### src/rtl/cadm_pkg.sv
package cadm_pkg;
  // Addressing modes handled by the address generator
  typedef enum logic [2:0] {
    MODE_NONE,
    MODE_IXW,
    MODE_SPB,
    MODE_SPW,
    MODE_DD,
    MODE_ID,
    MODE_XD,
    MODE_DX
  } cadm_mode_e;

  // Debug command classes from the serial front end
  typedef enum logic [2:0] {
    CMD_NONE,
    CMD_MEM,
    CMD_MEMSTAT,
    CMD_DBGREG,
    CMD_HALT,
    CMD_CPUREG,
    CMD_STEP,
    CMD_RESUME
  } cadm_cmd_e;

  localparam logic [7:0] DIRECT_PAGE_HI = 8'h00;
  localparam logic [15:0] ONE16 = 16'h0001;
  localparam int unsigned STACK_PREBYTE_CYCLES = 1;
  localparam logic [7:0] ERR_STOP_WAIT = 8'h01;
endpackage

### src/rtl/cadm_core.sv
`timescale 1ns/1ps
`default_nettype none
module cadm_core (
  input wire logic sys_clk,
  input wire logic sys_rst,
  input wire cadm_pkg::cadm_mode_e addrMode,
  input wire logic addrStep,
  input wire logic [7:0] opByte1,
  input wire logic [7:0] opByte2,
  input wire logic [7:0] indexHigh,
  input wire logic [7:0] indexLow,
  input wire logic [15:0] stackPointer,
  input wire logic [1:0] baseCycles,
  output logic [15:0] srcAddr,
  output logic [15:0] dstAddr,
  output logic [7:0] immData,
  output logic [15:0] indexNext,
  output logic indexUpdate,
  output logic [2:0] busCycles,
  input wire logic waitOp,
  input wire logic stopOp,
  input wire logic haltOp,
  input wire logic breakpointHit,
  input wire logic irqPending,
  input wire logic debugPin,
  input wire logic hostAttached,
  input wire logic debugEnableSet,
  input wire logic minClocksInStop,
  input wire logic periodicWake,
  input wire logic cmdValid,
  input wire cadm_pkg::cadm_cmd_e cmdKind,
  output logic cmdAccept,
  output logic cmdExecute,
  output logic cmdError,
  output logic [7:0] cmdErrorCode,
  output logic clearIntMask,
  output logic cpuClockOn,
  output logic oscRun,
  output logic minClockRun,
  output logic inBackground,
  output logic debugEnable
);

  typedef enum logic [1:0] {RUN, WAITING, STOPPED, BACKGROUND} cadm_state_e;

  cadm_state_e state_r;
  cadm_state_e state_nxt;
  logic pinMeta_r;
  logic pinSync_r;
  logic inReset_r;
  logic debugEn_r;
  logic [15:0] indexPair;
  logic [15:0] word12;
  logic isHalt;
  logic isActiveCmd;
  logic isNonIntrusive;

  assign indexPair = {indexHigh, indexLow};
  assign word12 = {opByte1, opByte2};

  always_comb begin
    srcAddr = 16'h0000;
    dstAddr = 16'h0000;
    immData = 8'h00;
    indexUpdate = 1'b0;
    busCycles = {1'b0, baseCycles};
    unique case (addrMode)
      cadm_pkg::MODE_NONE: begin
      end
      cadm_pkg::MODE_IXW: begin
        srcAddr = 16'(indexPair + word12);
      end
      cadm_pkg::MODE_SPB: begin
        srcAddr = 16'(stackPointer + {8'h00, opByte1});
        busCycles = 3'(baseCycles + cadm_pkg::STACK_PREBYTE_CYCLES);
      end
      cadm_pkg::MODE_SPW: begin
        srcAddr = 16'(stackPointer + word12);
        busCycles = 3'(baseCycles + cadm_pkg::STACK_PREBYTE_CYCLES);
      end
      cadm_pkg::MODE_DD: begin
        srcAddr = {cadm_pkg::DIRECT_PAGE_HI, opByte1};
        dstAddr = {cadm_pkg::DIRECT_PAGE_HI, opByte2};
      end
      cadm_pkg::MODE_ID: begin
        immData = opByte1;
        dstAddr = {cadm_pkg::DIRECT_PAGE_HI, opByte2};
      end
      cadm_pkg::MODE_XD: begin
        srcAddr = indexPair;
        dstAddr = {cadm_pkg::DIRECT_PAGE_HI, opByte1};
        indexUpdate = addrStep;
      end
      cadm_pkg::MODE_DX: begin
        srcAddr = {cadm_pkg::DIRECT_PAGE_HI, opByte1};
        dstAddr = indexPair;
        indexUpdate = addrStep;
      end
    endcase
  end

  // addrStep marks the source read (XD) or the write (DX); the bump follows it
  assign indexNext = 16'(indexPair + cadm_pkg::ONE16);

  // Debug pin is asynchronous to the core clock
  always_ff @(posedge sys_clk) begin
    pinMeta_r <= debugPin;
    pinSync_r <= pinMeta_r;
  end

  always_ff @(posedge sys_clk) begin
    inReset_r <= sys_rst;
  end

  assign isHalt = cmdValid && cmdKind == cadm_pkg::CMD_HALT;
  assign isActiveCmd = cmdKind == cadm_pkg::CMD_CPUREG || cmdKind == cadm_pkg::CMD_STEP
    || cmdKind == cadm_pkg::CMD_RESUME;
  assign isNonIntrusive = !isActiveCmd && cmdKind != cadm_pkg::CMD_NONE;

  always_comb begin
    state_nxt = state_r;
    unique case (state_r)
      RUN: begin
        if (isHalt || haltOp || breakpointHit) begin
          state_nxt = BACKGROUND;
        end else if (waitOp) begin
          state_nxt = WAITING;
        end else if (stopOp) begin
          state_nxt = STOPPED;
        end
      end
      WAITING: begin
        if (isHalt) begin
          state_nxt = BACKGROUND;
        end else if (irqPending) begin
          state_nxt = RUN;
        end
      end
      STOPPED: begin
        if (isHalt && debugEn_r) begin
          state_nxt = BACKGROUND;
        end else if (irqPending || (minClocksInStop && periodicWake)) begin
          state_nxt = RUN;
        end
      end
      BACKGROUND: begin
        if (cmdValid && (cmdKind == cadm_pkg::CMD_RESUME || cmdKind == cadm_pkg::CMD_STEP)) begin
          state_nxt = RUN;
        end
      end
    endcase
  end

  // Pin is sampled on the first cycle after reset release
  always_ff @(posedge sys_clk) begin
    if (sys_rst) begin
      state_r <= RUN;
    end else if (inReset_r && !pinSync_r) begin
      state_r <= BACKGROUND;
    end else begin
      state_r <= state_nxt;
    end
  end

  always_ff @(posedge sys_clk) begin
    if (sys_rst) begin
      debugEn_r <= 1'b0;
    end else if (inReset_r && !pinSync_r) begin
      debugEn_r <= 1'b1;
    end else if (debugEnableSet) begin
      debugEn_r <= 1'b1;
    end
  end

  always_comb begin
    cmdAccept = 1'b0;
    cmdExecute = 1'b0;
    cmdError = 1'b0;
    cmdErrorCode = 8'h00;
    if (cmdValid) begin
      unique case (state_r)
        WAITING, STOPPED: begin
          if (isHalt && (state_r == WAITING || debugEn_r)) begin
            cmdAccept = 1'b1;
            cmdExecute = 1'b1;
          end else if (cmdKind == cadm_pkg::CMD_MEMSTAT) begin
            cmdAccept = 1'b1;
            cmdError = 1'b1;
            cmdErrorCode = cadm_pkg::ERR_STOP_WAIT;
          end
        end
        RUN: begin
          cmdAccept = isNonIntrusive;
          cmdExecute = isNonIntrusive;
        end
        BACKGROUND: begin
          cmdAccept = cmdKind != cadm_pkg::CMD_NONE;
          cmdExecute = cmdKind != cadm_pkg::CMD_NONE;
        end
      endcase
    end
  end

  assign clearIntMask = state_r == RUN && waitOp;
  assign cpuClockOn = state_r == RUN || state_r == BACKGROUND;
  assign oscRun = state_r != STOPPED || (debugEn_r && hostAttached);
  assign minClockRun = state_r != STOPPED || minClocksInStop;
  assign inBackground = state_r == BACKGROUND;
  assign debugEnable = debugEn_r;
endmodule
`default_nettype wire

### config.mk
export PLATFORM = sky130hd
export DESIGN_NAME = cadm_core
export DESIGN_NICKNAME = d
export VERILOG_FILES = /design/src/rtl/cadm_pkg.sv /design/src/rtl/cadm_core.sv
export SDC_FILE = /design/constraint.sdc
export NUM_CORES = 1
export LEC_CHECK = 0
export ABC_AREA = 1
export BUFFER_PORTS_ARGS = -buffer_cell sky130_fd_sc_hd__buf_2
export CORE_MARGIN = 5
export CORE_UTILIZATION = 35
export CTS_BUF_LIST = sky130_fd_sc_hd__clkbuf_4
export DETAILED_ROUTE_END_ITERATION = 16
export GPL_TIMING_DRIVEN = 0
export PLACE_DENSITY = 0.76
export SETUP_SLACK_MARGIN = 0.1
export SLEW_MARGIN = 20
export SYNTH_ARGS = -nofsm -noshare
export SYNTH_HDL_FRONTEND = slang
export SYNTH_SLANG_ARGS = --single-unit
### constraint.sdc
create_clock -name sys_clk -period 2 [get_ports sys_clk]
set_input_delay 0.1 -clock sys_clk [delete_from_list [all_inputs] [get_ports sys_clk]]
set_output_delay 0.1 -clock sys_clk [all_outputs]
set_load 0.01 [all_outputs]
==> results_dict.tcl, run 1 <==
set metrics [dict create \
    place_inst 885 \
    synth_enable_flop_cells 0 \
    placement_rows 35 \
    initial_antenna_violation_count 0 \
    min_delay_path_depth 3 \
    cts.clk_slew.worst_paths_ps 50 \
    finalSetupViolCount 10 \
    cts_root_buffer "sky130_fd_sc_hd__clkbuf_4" \
    synth.ff_latch_count 6 \
    ys_types 40 \
    initial_utilization_pct 35.8 \
    syn_area_um2 3290 \
    worstPathRequired_ps 1900 \
    syn_inst 630 \
    clock_sink_count 6 \
    ant_nets 0 \
    detail_route.iter0.violations 407 \
    min_delay_worst_endpoint "debugEnable$_SDFFE_PP0P_" \
    firstDrtPassIters 7 \
    worst_clock_skew_ps 5.48 \
    post_drt_via_cell_ratio 5.35 \
    timing.final.crit_share_pct 108 \
    critPathBufInv 3 \
    most_area_hungry_cell_type_in_the_yosys_netlist "sky130_fd_sc_hd__nand2_1" \
    total_number_of_nets_in_the_final_design 907 \
    dieWidth_um 107 \
    start_point_of_the_worst_hold_path "debugEnableSet" \
    regToRegEndpoint "state_r[1]$_SDFFE_PP0P_" \
    yosys_warnings 0 \
    fp.coreArea_um2 9200 \
    power_w 0.00179 \
    setup.worst_path.end_class "output pin" \
    critical_path_peak_fanout 5 \
    reg2reg_setup_slack_ps 670 \
    min_period_ps 2160 \
    synth.top_cells.by_count "sky130_fd_sc_hd__nand2_1, sky130_fd_sc_hd__inv_1, sky130_fd_sc_hd__nand3_1, sky130_fd_sc_hd__nor2_1, sky130_fd_sc_hd__ha_1" \
    clock_path_buffers 2 \
    slowest_delay_ps 360 \
    first_pass_grt_wire_length_mm 20.0 \
    io_buffer_count 138 \
    filler_free_cell_count_of_the_finished_design 912 \
    ys_top_cells_by_area "sky130_fd_sc_hd__nand2_1, sky130_fd_sc_hd__inv_1, sky130_fd_sc_hd__ha_1, sky130_fd_sc_hd__nand3_1, sky130_fd_sc_hd__nor2_1" \
    violations "negative setup slack" \
    drive_above_1_share_pct 38.7 \
    floorplan.io_pins 147 \
    rsz0062_at_grt "yes" \
    cp_cell_sequence "buf_8, nand2_4, nor2_4, buf_8, o21ai_2, ha_2, fa_2, nand3_2, nand2_4, nand2_4, nand2_4, or2_4, nand3_2, nand3_2, buf_6" \
    finalHoldViolCount 0 \
    maxCapViolations 0 \
    dieArea_um2 11400 \
    run_status "complete, but fails checks" \
    total_leakage_power_nw 2.91 \
    timing.critical_path.arrival_ps 2060 \
    gr-total-overflow 0 \
    max_clock_freq_mhz 463 \
    finalSetupTns_ps -711 \
    post-synth-top-area-fraction_pct 23.5 \
    crit_path_top_delay_cell "sky130_fd_sc_hd__fa_2" \
    grt_usage_pct 21.1 \
    drc_errors 0 \
    power_per_cell_area_nw_per_um2 354 \
    synth.yosys.seq_area_share_pct 3.65 \
    min-delay-path-class "primary input to flop" \
    fill_cells 831 \
    gp_congestion 0.912 \
    grt_max_degree 11 \
    grt_pass1_vias 4390 \
    detail_route.wirelength_mm 14.2 \
    path_delay_family "simple AND/OR/NAND/NOR gates" \
    cts_tree "built" \
    vias 4883 \
    report.final.slew_viol_count 0 \
    ff2ff_path_depth 9 \
    timing_worst_setup_path_type "primary input to output pin" \
    antenna_cells_inserted 0 \
    hpwl_reported_at_the_end_of_detailed_placement_mm 10.1 \
    wl_cell_um 15.6 \
    startpoint_class_of_the_critical_path "primary input" \
    syn_avg_cell_area_um2 5.23 \
    vdd.ir_drop.worst_mv 0.263 \
    die_h_um 107 \
    clkLatencyLatePin_ps 240 \
    syn2layout_area_growth_pct 53.3 \
    htree_levels 1 \
    synth_ff_type "sky130_fd_sc_hd__dfxtp_1" \
    timing.critical_path.mode_cell "sky130_fd_sc_hd__nand2_4" \
    timing.rr.start "state_r[0]$_SDFFE_PP0P_" \
    async_flop_share_pct 0 \
    cts_made_buffers 3 \
    most_numerous_cell_in_the_yosys_netlist "sky130_fd_sc_hd__nand2_1" \
    worst_slack_ps -160 \
]
[cells by family (layout without fill, tap and decap cells)]
group,Yosys count,count (layout),share of synthesized area [%]
simple gates,376,376,50.4
buf+inv,130,295,15.9
compound gates,67,67,12.2
fa+ha+maj,34,34,13.4
xor+xnor,15,15,3.99
flops,6,6,3.65
other cells,1,7,0.114
mux,1,1,0.342
[worst min-delay path, cell delays in order]
cell                      delay [ps]
sky130_fd_sc_hd__buf_2            70
sky130_fd_sc_hd__nor2_1           30
sky130_fd_sc_hd__a21oi_1         120
[metal layers]
layer / wire (um) / up-vias / track usage, % / share of wire (%)
met2: 6820 / 326 / 38.5 / 48
met3: 1520 / 68 / 2.23 / 11
met4: 706 / 0 / 7.95 / 5.0
met5: 0 / - / 0 / 0
li1: - / 2331 / - / -
met1: 5200 / 2158 / 25.4 / 36
[final cells by class]
cell class                      instances  area, um2  area share [%]
Timing Repair Buffer                  162        980            19.4
Inverter                              115        437            8.65
Multi-Input combinational cell        500       3210            63.6
Tap cell                              111        139            2.75
Buffer                                 15        140            2.78
Clock buffer                            3       22.5           0.446
Sequential cell                         6        120            2.38
[layout by cell type, fill, tap and decap left out, types with 3 or more instances in the layout]
cell type,count
sky130_fd_sc_hd__buf_6,13
sky130_fd_sc_hd__dfxtp_1,6
sky130_fd_sc_hd__nand3_2,16
sky130_fd_sc_hd__xor2_1,13
sky130_fd_sc_hd__ha_4,11
sky130_fd_sc_hd__nor2_2,9
sky130_fd_sc_hd__nand2_2,30
sky130_fd_sc_hd__nand3_1,54
sky130_fd_sc_hd__buf_12,3
sky130_fd_sc_hd__nand3_4,3
sky130_fd_sc_hd__nor3_2,5
sky130_fd_sc_hd__buf_4,23
sky130_fd_sc_hd__inv_1,106
sky130_fd_sc_hd__or2_2,6
sky130_fd_sc_hd__inv_2,7
sky130_fd_sc_hd__nand2_4,12
sky130_fd_sc_hd__o221ai_1,5
sky130_fd_sc_hd__nor3_1,4
sky130_fd_sc_hd__ha_1,20
sky130_fd_sc_hd__a21oi_2,7
sky130_fd_sc_hd__o21ai_2,9
sky130_fd_sc_hd__o21ai_1,6
sky130_fd_sc_hd__nor2_4,3
sky130_fd_sc_hd__nand3b_1,3
sky130_fd_sc_hd__clkbuf_4,3
sky130_fd_sc_hd__a21oi_1,10
sky130_fd_sc_hd__nand2_1,166
sky130_fd_sc_hd__conb_1,7
sky130_fd_sc_hd__buf_2,133
sky130_fd_sc_hd__nor2_1,53
sky130_fd_sc_hd__a22oi_1,11
sky130_fd_sc_hd__o21ai_0,8
sky130_fd_sc_hd__nand4_1,5
[registers in the layout (all words and copies together) (netlist names)]
| signal | flops |
|---|---|
| state_r | 2 |
| debugEnable | 1 |
| inReset_r | 1 |
| pinMeta_r | 1 |
| pinSync_r | 1 |
[power by group]
part / internal (W) / total [W] / switching, W
registers: 0.000136 / 0.000147 / 0.0000109
clock network: 0.0000675 / 0.000106 / 0.0000387
logic: 0.000624 / 0.00153 / 0.000910
[timing repair]
| item | 4_1_cts | 5_1_grt |
|---|---|---|
| pin swaps | 19 | 49 |
| buffers inserted | 13 | 8 |
| hold buffers | 2 | 0 |
| gates cloned | 1 | 1 |
| setup endpoints to repair | 15 | 14 |
| hold endpoints to repair | 2 | 0 |
| gates resized for setup | 37 | 119 |
[stage by stage]
stage,hold slack [ps],worst slack [ps],utilization (%),area (um2)
after detailed placement,205,-446,45.7,4200
after global placement,203,-423,45.7,4200
after floorplan,128,61.4,-,3370
after CTS,110,-55.3,48.8,4490
final,121,-160,54.9,5050
after global routing,135,-202,54.9,5050
[worst max-delay path by stage]
stage                start     endpoint  slack [ps]  cells after the start
3_5_place_dp   addrMode[2]   srcAddr[7]        -450                     15
6_report       addrMode[1]   srcAddr[6]        -160                     15
2_1_floorplan  addrMode[0]   srcAddr[6]          60                     14
4_1_cts        addrMode[0]   srcAddr[6]         -60                     15
3_3_place_gp   addrMode[2]  srcAddr[13]        -420                     16
5_1_grt        addrMode[1]   srcAddr[6]        -200                     15
Power figures use the tool's default switching activity.
==> inputs of run 2 (changes only) <==
--- a/config.mk
+++ b/config.mk
@@ -14,6 +14,7 @@
 export GPL_TIMING_DRIVEN = 0
 export PLACE_DENSITY = 0.76
 export SETUP_SLACK_MARGIN = 0.1
+export SKIP_CTS_REPAIR_TIMING = 1
 export SLEW_MARGIN = 20
 export SYNTH_ARGS = -nofsm -noshare
 export SYNTH_HDL_FRONTEND = slang
==> constraint.sdc (replaced) <==
create_clock -name sys_clk -period 2 [get_ports sys_clk]
set_input_delay 0.1 -clock sys_clk [delete_from_list [all_inputs] [get_ports sys_clk]]
set_output_delay 0.1 -clock sys_clk [all_outputs]
set_load 0.05 [all_outputs]
==> run 2 against run 1 <==
The run still ends with negative setup slack left. First-iteration DRC count fell by 13%. Utilization rose by 1.5 points. Final area rose by 2.7%. Global-route usage fell by 0.39 points.
==> results_dict.tcl, run 2 (same netlist as run 1, synthesis figures left out) <==
set metrics [dict create \
    run_status "complete, but fails checks" \
    violations "negative setup slack" \
    min_delay_path_depth 3 \
    ant_nets 0 \
    hold_slack_ps 134 \
    timing.final.crit_share_pct 108 \
    timing.critical_path.depth 14 \
    first_pass_grt_wire_length_mm 19.5 \
    gp_congestion 0.990 \
    dp_worst_setup_slack_ps -585 \
    fill_cells 853 \
    vdd.ir_drop.worst_mv 0.328 \
    finalSetupTns_ps -1290 \
    power.net_switching_w 0.00140 \
    met3_wirelength_mm 1.28 \
    power_per_cell_area_nw_per_um2 443 \
    wl_cell_um 15.4 \
    top_layer_in_use "met4" \
    antenna_cells_inserted 0 \
    detailroute.wirelength.met2_mm 6.95 \
    die_h_um 107 \
    timing.critical_path.arrival_ps 2060 \
    drc_errors 0 \
    top_register "state_r" \
    detail_route.iter0.violations 354 \
    syn2layout_area_growth_pct 57.4 \
    io_buffer_count 138 \
    maxCapViolations 0 \
    multiInputGateArea_um2 3290 \
    floorplan.io_pins 147 \
    finalSetupViolCount 13 \
    htree_levels 1 \
    cts_tree "built" \
    largest_reg_flops 2 \
    cts_root_buffer "sky130_fd_sc_hd__clkbuf_4" \
    path_delay_family "simple AND/OR/NAND/NOR gates" \
    grt_max_degree 11 \
    min-delay-path-class "primary input to flop" \
    mostFrequentLayoutCells "sky130_fd_sc_hd__nand2_1, sky130_fd_sc_hd__buf_2, sky130_fd_sc_hd__inv_1, sky130_fd_sc_hd__nor2_1, sky130_fd_sc_hd__nand3_1" \
    gr-total-overflow 0 \
    startpoint_class_of_the_critical_path "primary input" \
    grt_usage_pct 20.8 \
    initial_antenna_violation_count 0 \
    dieWidth_um 107 \
    cp_cell_sequence "buf_8, nor2_4, buf_8, o21ai_2, ha_2, fa_2, nand3_2, nand2_4, nand2_4, nand2_4, or2_4, nand3_2, nand3_4, buf_6" \
    share_of_total_power_consumed_by_net_switching_pct 61.2 \
    cts.clk_slew.worst_paths_ps 40 \
    timing.critical_path.mode_cell "sky130_fd_sc_hd__nand2_4" \
    hpwl_reported_at_the_end_of_detailed_placement_mm 10.7 \
    critPathBufInv 3 \
    layout_commonest_cell "sky130_fd_sc_hd__nand2_1" \
    power_report.internal_total_w 0.000891 \
    post_drt_via_cell_ratio 5.24 \
    initial_utilization_pct 35.8 \
    report.final.slew_viol_count 0 \
    timing_worst_setup_path_type "primary input to output pin" \
    seq_power_share_pct 6.6 \
    worst_slack_ps -156 \
    max_clock_freq_mhz 464 \
    total_number_of_nets_in_the_final_design 903 \
    min_period_ps 2160 \
    vias 4762 \
    worstPathRequired_ps 1900 \
    critical_path_peak_fanout 5 \
    route.layer.met1.wl_mm 5.20 \
    fp.coreArea_um2 9200 \
    power_w 0.00230 \
    clock_sink_count 6 \
    clock_path_buffers 2 \
    setup.worst_path.end_class "output pin" \
    placement_rows 35 \
    dieArea_um2 11400 \
    power.combinational.fraction_pct 88.8 \
    reg2reg_setup_slack_ps 690 \
    total_leakage_power_nw 2.95 \
    firstDrtPassIters 5 \
    slowest_delay_ps 350 \
    detail_route.wirelength_mm 14.0 \
    cts_made_buffers 3 \
    rsz0062_at_grt "yes" \
    seq_area_um2 123 \
    worst_clock_skew_ps 3.12 \
    drive_above_1_share_pct 39.9 \
    ff2ff_path_depth 9 \
    grt_pass1_vias 4090 \
    clkLatencyLatePin_ps 240 \
    crit_path_top_delay_cell "sky130_fd_sc_hd__fa_2" \
    finalHoldViolCount 0 \
    clkPwrFrac_pct 4.6 \
]
==> run 2: changes by cell type in the layout (fill, tap and decap cells not counted), moves of 3 or more <==
cell and change:
sky130_fd_sc_hd__a21oi_2 +3, sky130_fd_sc_hd__ha_4 -3, sky130_fd_sc_hd__o21ai_2 +3, sky130_fd_sc_hd__buf_6 -7, sky130_fd_sc_hd__nand3_1 -6, sky130_fd_sc_hd__buf_8 +11, sky130_fd_sc_hd__buf_2 -10, sky130_fd_sc_hd__nand3_4 +8
==> run 2: power groups by stage <==
stage | logic (W) | registers [W] | clock network, W
floorplan | 0.00125 | 0.000152 | 0
global placement | 0.00166 | 0.000151 | 0
detailed placement | 0.00167 | 0.000151 | 0
CTS | 0.00167 | 0.000149 | 0.000112
global route | 0.00219 | 0.000154 | 0.000125
finish | 0.00204 | 0.000152 | 0.000105
==> run 2: final cells by class <==
class / count / area share, %
Clock buffer: 3 / 0.435
Multi-Input combinational cell: 500 / 63.5
Timing Repair Buffer: 158 / 20.2
Inverter: 115 / 8.43
Buffer: 15 / 2.44
Tap cell: 111 / 2.68
Sequential cell: 6 / 2.37
==> run 2: final timing paths <==
| kind | startpoint | endpoint |
|---|---|---|
| hold reg to reg | pinMeta_r$_DFF_P_ | pinSync_r$_DFF_P_ |
| setup reg to reg | state_r[1]$_SDFFE_PP0P_ | state_r[0]$_SDFFE_PP0P_ |
| hold / removal | debugEnableSet | debugEnable$_SDFFE_PP0P_ |
| setup / recovery | addrMode[2] | srcAddr[6] |
==> run 2: through the flow <==
| step | instance area, um2 | util (%) | cells |
|---|---|---|---|
| 2_1_floorplan | 3540 | - | 636 |
| 3_3_place_gp | 4370 | 47.5 | 885 |
| 3_5_place_dp | 4370 | 47.5 | 885 |
| 4_1_cts | 4390 | 47.7 | 888 |
| 5_1_grt | 5180 | 56.3 | 908 |
| 6_report | 5180 | 56.3 | 908 |
==> run 2: metal layers <==
metal | global-route usage (%) | vias up
li1 | - | 2335
met3 | 2.47 | 45
met4 | 6.39 | 0
met1 | 25.4 | 2136
met2 | 37.7 | 246
met5 | 0 | -
==> run 2: worst min-delay path, cell delays in order <==
cell	delay (ps)
sky130_fd_sc_hd__buf_2	80
sky130_fd_sc_hd__nor2_1	30
sky130_fd_sc_hd__a21oi_1	120
